### config.mk
export PLATFORM = sky130hd
export DESIGN_NAME = ramp_time_handshake
export DESIGN_NICKNAME = d
export VERILOG_FILES = /design/src/rtl/ramp_time_pkg.sv /design/src/rtl/ramp_time_if.sv /design/src/rtl/ramp_time_handshake.sv /design/src/rtl/ramp_time_judge.sv /design/src/rtl/failure_latch.sv
export VERILOG_INCLUDE_DIRS = /design/src /design/src/rtl
export SDC_FILE = /design/constraint.sdc
export NUM_CORES = 1
export LEC_CHECK = 0
export BUFFER_PORTS_ARGS = -buffer_cell sky130_fd_sc_hd__buf_2
export CAP_MARGIN = 0
export CELL_PAD_IN_SITES_DETAIL_PLACEMENT = 1
export CELL_PAD_IN_SITES_GLOBAL_PLACEMENT = 1
export CORE_MARGIN = 1.5
export CORE_UTILIZATION = 34
export DETAILED_ROUTE_END_ITERATION = 6
export PLACE_DENSITY = 0.72
export SLEW_MARGIN = 0
export SYNTH_ARGS = -nofsm -noshare
export SYNTH_HDL_FRONTEND = slang
export SYNTH_SLANG_ARGS = --single-unit
### constraint.sdc
create_clock -name sys_clk_in -period 1.9 [get_ports sys_clk_in]
set_input_delay 0.38 -clock sys_clk_in [delete_from_list [all_inputs] [get_ports sys_clk_in]]
set_output_delay 0.38 -clock sys_clk_in [all_outputs]
set_load 0.02 [all_outputs]
### src/rtl/ramp_time_defines.svh
// Purpose: Constants for the ramp time write handshake block
// Assumes: Ramp times carried as unsigned centiseconds in a 16-bit word
// Notes: Definitions only, no logic
`ifndef RAMP_TIME_DEFINES_SVH
`define RAMP_TIME_DEFINES_SVH

// ============================================================
// Ramp time limits and reset values
`define RAMP_TIME_W 16
// Upper limit 650.00 s in 0.01 s units
`define RAMP_TIME_MAX_CS 16'hFDE8
// Stored times after reset, plain defaults
`define ACCEL_TIME_RST 16'h01F4
`define DECEL_TIME_RST 16'h01F4

// ============================================================
// Feed method select codes
`define FEED_SEL_W 2
`define FEED_SEL_NONE 2'h0
`define FEED_SEL_POSITION 2'h1
`define FEED_SEL_SPEED 2'h2

// ============================================================
// Channel numbering
`define CHAN_COUNT 2
`define CHAN_ACCEL 0
`define CHAN_DECEL 1

`endif

### src/rtl/ramp_time_pkg.sv
// Purpose: Shared types for the ramp time write handshake block
// Assumes: Constants come from ramp_time_defines.svh
// Notes: Types only
`include "ramp_time_defines.svh"

package ramp_time_pkg;
	// ============================================================
	// Types
	typedef logic [`RAMP_TIME_W-1:0] ramp_time_t;
	typedef logic [`FEED_SEL_W-1:0] feed_sel_t;
	typedef enum logic [1:0] {JUDGE_IDLE, JUDGE_EVAL, JUDGE_HOLD} judge_state_t;
endpackage

### src/rtl/ramp_time_if.sv
// Purpose: Bundle between the top and one ramp time judge channel
// Assumes: Request and word already synchronised by the top
// Notes: One instance per channel
`timescale 1ns/10ps

interface ramp_time_if;
	import ramp_time_pkg::*;
	// ============================================================
	// Channel signals
	logic req;
	ramp_time_t word;
	logic running;
	logic receipt_done;
	logic rejected;
	ramp_time_t stored_time;

	modport judge (input req, input word, input running,
		output receipt_done, output rejected, output stored_time);
	modport ctrl (output req, output word, output running,
		input receipt_done, input rejected, input stored_time);
endinterface

### src/rtl/ramp_time_handshake.sv
// Purpose: Cyclic link status bits and ramp time write handshakes
// Assumes: Master pins asynchronous to sys_clk_in; drive state inputs local
// Notes: Handshake and failure flags come from flops in the channel judges and latch; feed indicators are flopped here
`timescale 1ns/10ps

// Summary of operation
// - Position feed indicator high exactly while position feed is selected.
// - Speed feed indicator high exactly while speed feed is selected.
// - Fork indicator high exactly while fork control is selected.
// - Acceleration receipt rises once judged while its request is high.
// - Acceleration receipt drops after the request drops.
// - Acceleration not-applied high only for a rejected value.
// - Acceleration time outside 0 to 650.00 s is rejected; old kept.
// - Acceleration time written while running is rejected; old kept.
// - Acceleration not-applied drops after the request drops.
// - Deceleration receipt rises once judged while its request is high.
// - Deceleration receipt drops after the request drops.
// - Deceleration not-applied high only for a rejected value.
// - Deceleration time outside 0 to 650.00 s is rejected; old kept.
// - Deceleration time written while running is rejected; old kept.
// - Deceleration not-applied drops after the request drops.
// - System failure flag sets on detection and stays set.
// - Failure flag clears on drive reset after condition cleared, or on rst_in.
module ramp_time_handshake
	import ramp_time_pkg::*;
(
	// Clock and reset
	input wire logic sys_clk_in,
	input wire logic rst_in,
	// Link requests and words from the master
	input wire logic accel_time_write_req_in,
	input wire logic decel_time_write_req_in,
	input wire logic [`RAMP_TIME_W-1:0] accel_time_link_word_in,
	input wire logic [`RAMP_TIME_W-1:0] decel_time_link_word_in,
	// Drive state
	input wire logic drive_running_in,
	input wire logic [`FEED_SEL_W-1:0] feed_mode_sel_in,
	input wire logic fork_control_sel_in,
	input wire logic failure_active_in,
	input wire logic drive_reset_in,
	// Feed indicators
	output logic position_feed_active_out,
	output logic speed_feed_active_out,
	output logic fork_control_active_out,
	// Ramp handshake flags
	output logic accel_time_receipt_done_out,
	output logic accel_time_rejected_out,
	output logic decel_time_receipt_done_out,
	output logic decel_time_rejected_out,
	// Failure
	output logic system_failure_flag_out,
	// Working ramp times
	output logic [`RAMP_TIME_W-1:0] accel_time_value_out,
	output logic [`RAMP_TIME_W-1:0] decel_time_value_out
);
	// ============================================================
	// Decode helpers
	function automatic logic feed_match(input feed_sel_t sel, input feed_sel_t code);
		feed_match = (sel == code);
	endfunction

	// ============================================================
	// Link input synchronisers
	logic [`CHAN_COUNT-1:0] req_raw;
	logic [`CHAN_COUNT-1:0] req_meta;
	logic [`CHAN_COUNT-1:0] req_sync;
	ramp_time_t word_raw [`CHAN_COUNT];
	ramp_time_t word_meta [`CHAN_COUNT];
	ramp_time_t word_sync [`CHAN_COUNT];

	// Gather pins per channel
	assign req_raw[`CHAN_ACCEL] = accel_time_write_req_in;
	assign req_raw[`CHAN_DECEL] = decel_time_write_req_in;
	assign word_raw[`CHAN_ACCEL] = accel_time_link_word_in;
	assign word_raw[`CHAN_DECEL] = decel_time_link_word_in;

	// Request two-flop crossing
	always_ff @(posedge sys_clk_in) begin
		if (rst_in) begin
			req_meta <= '0;
			req_sync <= '0;
		end else begin
			req_meta <= req_raw;
			req_sync <= req_meta;
		end
	end

	// Word crossing; safe only because the word settles before the request
	generate
		for (genvar ch = 0; ch < `CHAN_COUNT; ch++) begin : g_word_sync
			always_ff @(posedge sys_clk_in) begin
				if (rst_in) begin
					word_meta[ch] <= '0;
					word_sync[ch] <= '0;
				end else begin
					word_meta[ch] <= word_raw[ch];
					word_sync[ch] <= word_meta[ch];
				end
			end
		end
	endgenerate

	// ============================================================
	// Feed method indicators
	// Registered so the link sees clean levels
	always_ff @(posedge sys_clk_in) begin
		if (rst_in) begin
			position_feed_active_out <= 1'b0;
			speed_feed_active_out <= 1'b0;
		end else begin
			position_feed_active_out <= feed_match(feed_mode_sel_in, `FEED_SEL_POSITION);
			speed_feed_active_out <= feed_match(feed_mode_sel_in, `FEED_SEL_SPEED);
		end
	end

	// Fork control indicator
	always_ff @(posedge sys_clk_in) begin
		if (rst_in) begin
			fork_control_active_out <= 1'b0;
		end else begin
			fork_control_active_out <= fork_control_sel_in;
		end
	end

	// ============================================================
	// Ramp time channels
	ramp_time_if chan_if [`CHAN_COUNT] ();

	// Feed each channel; running state is shared
	generate
		for (genvar ch = 0; ch < `CHAN_COUNT; ch++) begin : g_chan
			assign chan_if[ch].req = req_sync[ch];
			assign chan_if[ch].word = word_sync[ch];
			assign chan_if[ch].running = drive_running_in;
		end
	endgenerate

	// Acceleration judge
	ramp_time_judge #(
		.RST_TIME(`ACCEL_TIME_RST)
	) u_accel_judge (
		.sys_clk_in(sys_clk_in),
		.rst_in(rst_in),
		.bus(chan_if[`CHAN_ACCEL])
	);

	// Deceleration judge
	ramp_time_judge #(
		.RST_TIME(`DECEL_TIME_RST)
	) u_decel_judge (
		.sys_clk_in(sys_clk_in),
		.rst_in(rst_in),
		.bus(chan_if[`CHAN_DECEL])
	);

	// Flag outputs are flops inside the judges
	assign accel_time_receipt_done_out = chan_if[`CHAN_ACCEL].receipt_done;
	assign accel_time_rejected_out = chan_if[`CHAN_ACCEL].rejected;
	assign decel_time_receipt_done_out = chan_if[`CHAN_DECEL].receipt_done;
	assign decel_time_rejected_out = chan_if[`CHAN_DECEL].rejected;
	assign accel_time_value_out = chan_if[`CHAN_ACCEL].stored_time;
	assign decel_time_value_out = chan_if[`CHAN_DECEL].stored_time;

	// ============================================================
	// System failure
	failure_latch u_failure (
		.sys_clk_in(sys_clk_in),
		.rst_in(rst_in),
		.failure_active_in(failure_active_in),
		.drive_reset_in(drive_reset_in),
		.flag_out(system_failure_flag_out)
	);

	// ============================================================
	// Feed indicator checks
	chk_position_feed_level: assert property (@(posedge sys_clk_in) disable iff (rst_in)
		!$past(rst_in) |->
		position_feed_active_out == ($past(feed_mode_sel_in) == `FEED_SEL_POSITION))
		else $error("position feed indicator wrong");
	chk_speed_feed_level: assert property (@(posedge sys_clk_in) disable iff (rst_in)
		!$past(rst_in) |->
		speed_feed_active_out == ($past(feed_mode_sel_in) == `FEED_SEL_SPEED))
		else $error("speed feed indicator wrong");
	chk_feed_exclusive: assert property (@(posedge sys_clk_in) disable iff (rst_in)
		!(position_feed_active_out && speed_feed_active_out))
		else $error("both feed indicators high");
	chk_fork_level: assert property (@(posedge sys_clk_in) disable iff (rst_in)
		$changed(fork_control_sel_in) |=> fork_control_active_out == $past(fork_control_sel_in))
		else $error("fork indicator did not follow select");

	// ============================================================
	// Acceleration handshake checks
	chk_accel_receipt_rise: assert property (@(posedge sys_clk_in) disable iff (rst_in)
		$rose(req_sync[`CHAN_ACCEL]) |-> ##2 accel_time_receipt_done_out)
		else $error("acceleration receipt late");
	chk_accel_receipt_fall: assert property (@(posedge sys_clk_in) disable iff (rst_in)
		$fell(req_sync[`CHAN_ACCEL]) |-> ##[1:2] !accel_time_receipt_done_out)
		else $error("acceleration receipt not cleared");
	chk_accel_reject_pair: assert property (@(posedge sys_clk_in) disable iff (rst_in)
		accel_time_rejected_out |-> accel_time_receipt_done_out)
		else $error("acceleration not-applied without receipt");
	chk_accel_range: assert property (@(posedge sys_clk_in) disable iff (rst_in)
		accel_time_value_out <= `RAMP_TIME_MAX_CS || $stable(accel_time_value_out))
		else $error("acceleration time took an out of range value");
	chk_accel_running: assert property (@(posedge sys_clk_in) disable iff (rst_in)
		$rose(accel_time_receipt_done_out) && $past(drive_running_in) |->
		accel_time_rejected_out && $stable(accel_time_value_out))
		else $error("acceleration time applied while running");
	chk_accel_reject_fall: assert property (@(posedge sys_clk_in) disable iff (rst_in)
		$fell(req_sync[`CHAN_ACCEL]) |-> ##[1:2] !accel_time_rejected_out)
		else $error("acceleration not-applied not cleared");

	// ============================================================
	// Deceleration handshake checks
	chk_decel_receipt_rise: assert property (@(posedge sys_clk_in) disable iff (rst_in)
		$rose(req_sync[`CHAN_DECEL]) |-> ##2 decel_time_receipt_done_out)
		else $error("deceleration receipt late");
	chk_decel_receipt_fall: assert property (@(posedge sys_clk_in) disable iff (rst_in)
		$fell(req_sync[`CHAN_DECEL]) |-> ##[1:2] !decel_time_receipt_done_out)
		else $error("deceleration receipt not cleared");
	chk_decel_reject_pair: assert property (@(posedge sys_clk_in) disable iff (rst_in)
		decel_time_rejected_out |-> decel_time_receipt_done_out)
		else $error("deceleration not-applied without receipt");
	chk_decel_range: assert property (@(posedge sys_clk_in) disable iff (rst_in)
		decel_time_value_out <= `RAMP_TIME_MAX_CS || $stable(decel_time_value_out))
		else $error("deceleration time took an out of range value");
	chk_decel_running: assert property (@(posedge sys_clk_in) disable iff (rst_in)
		$rose(decel_time_receipt_done_out) && $past(drive_running_in) |->
		decel_time_rejected_out && $stable(decel_time_value_out))
		else $error("deceleration time applied while running");
	chk_decel_reject_fall: assert property (@(posedge sys_clk_in) disable iff (rst_in)
		$fell(req_sync[`CHAN_DECEL]) |-> ##[1:2] !decel_time_rejected_out)
		else $error("deceleration not-applied not cleared");

	// ============================================================
	// Failure flag checks
	chk_failure_set: assert property (@(posedge sys_clk_in) disable iff (rst_in)
		failure_active_in |=> system_failure_flag_out)
		else $error("failure flag not set on detection");
	chk_failure_hold: assert property (@(posedge sys_clk_in) disable iff (rst_in)
		system_failure_flag_out && !drive_reset_in |=> system_failure_flag_out)
		else $error("failure flag dropped without drive reset");
	chk_failure_clear: assert property (@(posedge sys_clk_in) disable iff (rst_in)
		system_failure_flag_out && drive_reset_in && !failure_active_in |=>
		!system_failure_flag_out)
		else $error("failure flag not cleared by drive reset");
endmodule

### src/rtl/ramp_time_judge.sv
// Purpose: Judges one written ramp time and runs its receipt handshake
// Assumes: Request and word stable and synchronised on sys_clk_in
// Notes: Two cycles from request seen high to receipt flag
`timescale 1ns/10ps

module ramp_time_judge
	import ramp_time_pkg::*;
#(
	parameter ramp_time_t RST_TIME = `ACCEL_TIME_RST
) (
	// Clock and reset
	input wire logic sys_clk_in,
	input wire logic rst_in,
	// Channel bundle
	ramp_time_if.judge bus
);
	// ============================================================
	// Judgement
	judge_state_t state;
	logic reject_now;

	// Out of range or written while running; below zero cannot be encoded
	assign reject_now = (bus.word > `RAMP_TIME_MAX_CS) || bus.running;

	// Handshake sequencer
	always_ff @(posedge sys_clk_in) begin
		if (rst_in) begin
			state <= JUDGE_IDLE;
		end else begin
			unique case (state)
				JUDGE_IDLE: if (bus.req) state <= JUDGE_EVAL;
				JUDGE_EVAL: state <= JUDGE_HOLD;
				JUDGE_HOLD: if (!bus.req) state <= JUDGE_IDLE;
				default: state <= JUDGE_IDLE;
			endcase
		end
	end

	// Flags raised after judging, dropped once the request goes away
	always_ff @(posedge sys_clk_in) begin
		if (rst_in) begin
			bus.receipt_done <= 1'b0;
			bus.rejected <= 1'b0;
		end else if (state == JUDGE_EVAL) begin
			bus.receipt_done <= 1'b1;
			bus.rejected <= reject_now;
		end else if (state == JUDGE_HOLD && !bus.req) begin
			bus.receipt_done <= 1'b0;
			bus.rejected <= 1'b0;
		end
	end

	// Stored time replaced in the same step that raises receipt
	always_ff @(posedge sys_clk_in) begin
		if (rst_in) begin
			bus.stored_time <= RST_TIME;
		end else if (state == JUDGE_EVAL && !reject_now) begin
			bus.stored_time <= bus.word;
		end
	end

	// ============================================================
	// Checks
	chk_reject_cause: assert property (@(posedge sys_clk_in) disable iff (rst_in)
		$rose(bus.receipt_done) |->
		bus.rejected == (($past(bus.word) > `RAMP_TIME_MAX_CS) || $past(bus.running)))
		else $error("rejected flag does not match judged cause");
	chk_keep_old: assert property (@(posedge sys_clk_in) disable iff (rst_in)
		$rose(bus.receipt_done) && bus.rejected |-> $stable(bus.stored_time))
		else $error("stored time changed on a rejected write");
	chk_take_new: assert property (@(posedge sys_clk_in) disable iff (rst_in)
		$rose(bus.receipt_done) && !bus.rejected |-> bus.stored_time == $past(bus.word))
		else $error("accepted time not stored with receipt");
endmodule

### src/rtl/failure_latch.sv
// Purpose: Sticky system failure flag
// Assumes: Condition and drive reset come from logic on sys_clk_in
// Notes: Clear needs a drive reset while the condition is gone
`timescale 1ns/10ps

module failure_latch (
	// Clock and reset
	input wire logic sys_clk_in,
	input wire logic rst_in,
	// Failure sources
	input wire logic failure_active_in,
	input wire logic drive_reset_in,
	// Flag
	output logic flag_out
);
	// ============================================================
	// Latch; set wins so a renewed failure is never lost
	always_ff @(posedge sys_clk_in) begin
		if (rst_in) begin
			flag_out <= 1'b0;
		end else if (failure_active_in) begin
			flag_out <= 1'b1;
		end else if (drive_reset_in) begin
			flag_out <= 1'b0;
		end
	end
endmodule

# ---- After elaboration in Yosys (flattened, before gate mapping)
# Memories as Yosys holds them, arrays and structs flattened.
# Index checks and enable logic that the tools add are counted.
dict set report word_totals {
  n_memories 2
  ramBits 64
  register_bits 48
  elab_cells 70
  output_inout_bits 40
  in_bits 42
}
dict set report classes {
  magnitude_cmp 2
  bitwise_logic 4
  eq_ne 10
  n_reduce_logical 17
  mux 21
}
# memory words word_bits read_ports rd_clocked_by_memory_dff wr line
set memory_table {}
lappend memory_table {word_meta 2 16 2 0 2 ramp_time_handshake.sv:68} ;# ramp_time_t word_meta [`CHAN_COUNT];
lappend memory_table {word_sync 2 16 2 0 2 ramp_time_handshake.sv:69} ;# ramp_time_t word_sync [`CHAN_COUNT];
# op count
set ops {}
lappend ops {{16-bit 2-to-1 mux} 4}
lappend ops {{16-bit greater-than comparator (second input constant)} 2}
lappend ops {{2-bit one-hot mux with 3 select lines} 2}
lappend ops {{1-bit 2-to-1 mux} 11}
lappend ops {{2-bit 2-to-1 mux} 4}
lappend ops {{2-bit != test (second input constant)} 4}
lappend ops {{2-bit by 1-bit == test with 1-bit output (second input constant)} 3}
lappend ops {{2-bit == test (second input constant)} 3}
lappend ops {{2-bit nonzero test} 3}
lappend ops {{1-bit logical AND} 4}
lappend ops {{1-bit logical NOT} 4}
lappend ops {{2-bit logical NOT} 2}
lappend ops {{1-bit bitwise OR} 4}
lappend ops {{2-bit AND reduction} 2}
lappend ops {{1-bit logical OR} 2}

# ---- Logic depth before layout (Yosys ltp)
dict set report depth {
  ltp_word 4
  ltp_mapped 5
  depth_no_buf 4
}

# ---- By module
# A second synthesis with hierarchy kept.
dict set report unflattened {
  hier_cells 339
  area_unflattened_um2 3746.1
}
# module seq_area_each_um2 n_inst cells_per_inst area_each_um2
set modules_own_cells {}
lappend modules_own_cells {ramp_time_handshake 1421.4 1 149 1903.1}
lappend modules_own_cells {ramp_time_judge 400.4 2 93 902.1}
lappend modules_own_cells {failure_latch 20.0 1 4 38.8}

# ---- Worst setup path after synthesis
# Ideal clock, no wire load.
dict set report synth_timing {
  kind {register -> register}
  from {memory word_sync[1][4] in the netlist's numbering}
  to {register u_decel_judge.bus.stored_time[0]}
  period_less_slack_ps 1618
  setup_time_ps 72
  required_time_ps 1828
  n_path_buf 1
  path_slack_ps 282
  t_arrival_ps 1546
  path_stages_with_launch 6
  path_cell_list {dfxtp_1 > nor4_1 > o31ai_1 > a211oi_4 > buf_8 > mux2i_1}
}
# element line
set synth_rtl {}
lappend synth_rtl {{from (decl)} ramp_time_handshake.sv:69}
lappend synth_rtl {{to (signal assigned)} ramp_time_judge.sv:58} ;# bus.stored_time <= bus.word;
lappend synth_rtl {{to (decl)} ramp_time_if.sv:18} ;# output receipt_done, output rejected, output stored_time);

==> metrics <==
status=finished clean; most used flip-flop cell after synthesis=dfxtp_1; largest net degree at the start of global routing=74; clock sink total=112; # setup viols final=0; Vias=2438; P&R area growth vs syn=20.1%; Cells after Synth=340; Buf/Inv on CP=1; min-delay worst type=input port to flip-flop; die width=108 um; post-synthesis sequential area ratio=60.3%; number of distinct library cells after synthesis=23; number of post-CTS setup repair buffers=0; top-area cell type share of the netlist area=about three fifths; ranking of synthesized cells by area=dfxtp_1, nor2b_1, mux2i_1; initial core utilization=35.5%; RSZ-0062 raised after global routing=false; first-pass GRT wire length=approximately 11 mm; fin. max-slew vios=0; drt via density=between 4 and 5; nets@finish=461; final worst path period share=about nine tenths; cell taking the most area after synthesis=dfxtp_1; power per cell area=911 nW/um^2; clk_skew=0.00877 ns; endpoints failing hold=0; total wire length=6.83 mm; Clock Latency Late Sink=0.37 ns; synth cell count leaders=dfxtp_1, nor2b_1, nand2b_1, mux2i_1, nor2_1; core region area=around 10000 um^2; Placement Rows=37; share of cells above drive strength 1=24.3%; CTS Buf Count=9; Max Freq=580 MHz; Die ar.=11600 um^2; post-CTS resize count=0; Post-Route Setup TNS=0 ns; kind of critical path=flip-flop to flip-flop; Tmin final=roughly 1.7 ns; GP Congestion=between 0.6 and 0.7; Residual DRC=0; number of synthesized flops with an enable pin=0; Post-Syn Nets=approximately 380; grt ovf=0; clock tree buffer depth=2; CTS tree=built; clk slew on worst S/H paths=0.10 ns; WP data arrival=1.99 ns; hold buffers post-CTS=0; worst hold slack=between 0.15 and 0.2 ns; Rel. slew slack=61.9%; endpoint class of the critical path=flip-flop; synthesized area=3720 um^2; crit path cell chain=nand4_1 > o31ai_1 > a211oi_4 > buf_4 > a2111oi_0; Mean Syn Cell Area=10.9 um^2; vias in the first global route=~2500; CP Launch Type=flip-flop; slowest CP cell=o31ai_1; CP startpoint=word_sync[0][8]$_SDFF_PP0_; post-route antenna net violation count=0; Max VDD drop=342 uV; Worst Path Max Fanout=7; n_diodes=0; CTS root buf=clkbuf_8; 1st-iter DRT viols=56; post-DP HPWL=4.75 mm; antenna violations before repair=0; MaxCap Viol Count=0; Worst Max-Slew Pin Slew=0.566 ns; PnR Total Power=4070 uW; PortBufs=81; hold path startpoint=feed_mode_sel_in[0]; CP max stage delay=0.49 ns; htree depth=3; Worst Path Required=approximately 2.2 ns; Top delay family on crit path=compound AO/OA/AOI/OAI gates; drt first pass iters=4; Leak=approximately 0.0017 uW; RR Startpoint=word_sync[0][8]$_SDFF_PP0_; I/O Pins=82; most frequent cell after synthesis=dfxtp_1; Synth Register Bits=112; async set-reset flop share out of synthesis=0%; synth warn=0; Die Y=108 um; Tot GR Track Use=12.8%; WL/cell=approximately 12 um
## cells by family (layout without fill, tap and decap cells)
family | count (synthesis) | after routing | share of synthesized area, %
AO/OA/AOI/OAI | 13 | 13 | 2.89
buffers and inverters | 23 | 107 | 3.06
flip-flops | 112 | 112 | 60.3
multiplexers | 32 | 32 | 8.62
AND/OR/NAND/NOR | 160 | 160 | 25.1
## sequential cells by signal, indices dropped and copies added (netlist names)
signal,count
word_meta,32
word_sync,32
u_accel_judge.bus.stored_time,16
u_decel_judge.bus.stored_time,16
req_meta,2
req_sync,2
u_accel_judge.state,2
u_decel_judge.state,2
fork_control_active_out,1
position_feed_active_out,1
speed_feed_active_out,1
u_accel_judge.bus.receipt_done,1
u_accel_judge.bus.rejected,1
u_decel_judge.bus.receipt_done,1
u_decel_judge.bus.rejected,1
u_failure.flag_out,1
## power by group
part	internal, uW	leakage [uW]	total [uW]	switching, uW
Clock	608	0.0000856	1370	763
Sequential	2430	0.000919	2460	32.7
Combinational	120	0.000740	233	113
Total	3160	0.00174	4070	909
## path summary, 6_finish.rpt
check | to | slack [ns] | cells after the start
worst max-delay path | u_accel_judge.bus.rejected$_SDFFE_PP0P_ | 0.17 | 5
worst min register to register | word_sync[1][10]$_SDFF_PP0_ | 0.44 | 1
worst min-delay path | speed_feed_active_out$_SDFF_PP0_ | 0.17 | 2
worst max register to register | u_accel_judge.bus.rejected$_SDFFE_PP0P_ | 0.17 | 5
## cell usage in the layout, fill, tap and decap left out, types with 2 or more instances in the layout
cell and count:
nand2b_1 43, clkbuf_1 2, nor2b_1 71, nand3b_1 2, nor3_1 2, buf_4 3
nand2_1 2, nor3b_1 2, a211oi_4 2, mux2i_1 32, inv_1 5, nand4_1 4
dfxtp_1 112, a21oi_1 7, clkbuf_8 9, buf_2 80, o31ai_1 2, clkinvlp_4 3
nor4_1 2, a2111oi_0 2, nor4b_1 2, buf_12 3, nor2_1 29
## final cells by class
class                           instances  area [um^2]
Clock buffer                           11          131
Clock inverter                          5         57.6
Fill cell                            1204         6000
Inverter                                5         18.8
Multi-Input combinational cell        205         1360
Sequential cell                       112         2240
Tap cell                              136          170
Timing Repair Buffer                   86          483
## metal layers
metal / track usage [%] / vias to the layer above / wire length (um)
met5: 0 / - / 0
met2: 20.6 / 57 / 3150
met3: 3.81 / 12 / 367
met4: 7.61 / 0 / 181
li1: - / 1240 / -
met1: 15.1 / 1129 / 3130
## stage by stage
stage          worst slack, ns  instance area (um^2)  instances  utilization [%]
4_1_cts                  0.143                  4460        560             42.7
3_5_place_dp             0.156                  4280        544             40.9
3_3_place_gp             0.308                  4280        544             40.9
2_1_floorplan            0.282                  3720        340                -
5_1_grt                 0.0351                  4460        560             42.7
6_report                 0.175                  4460        560             42.7
(Power assumes the default switching activity.)
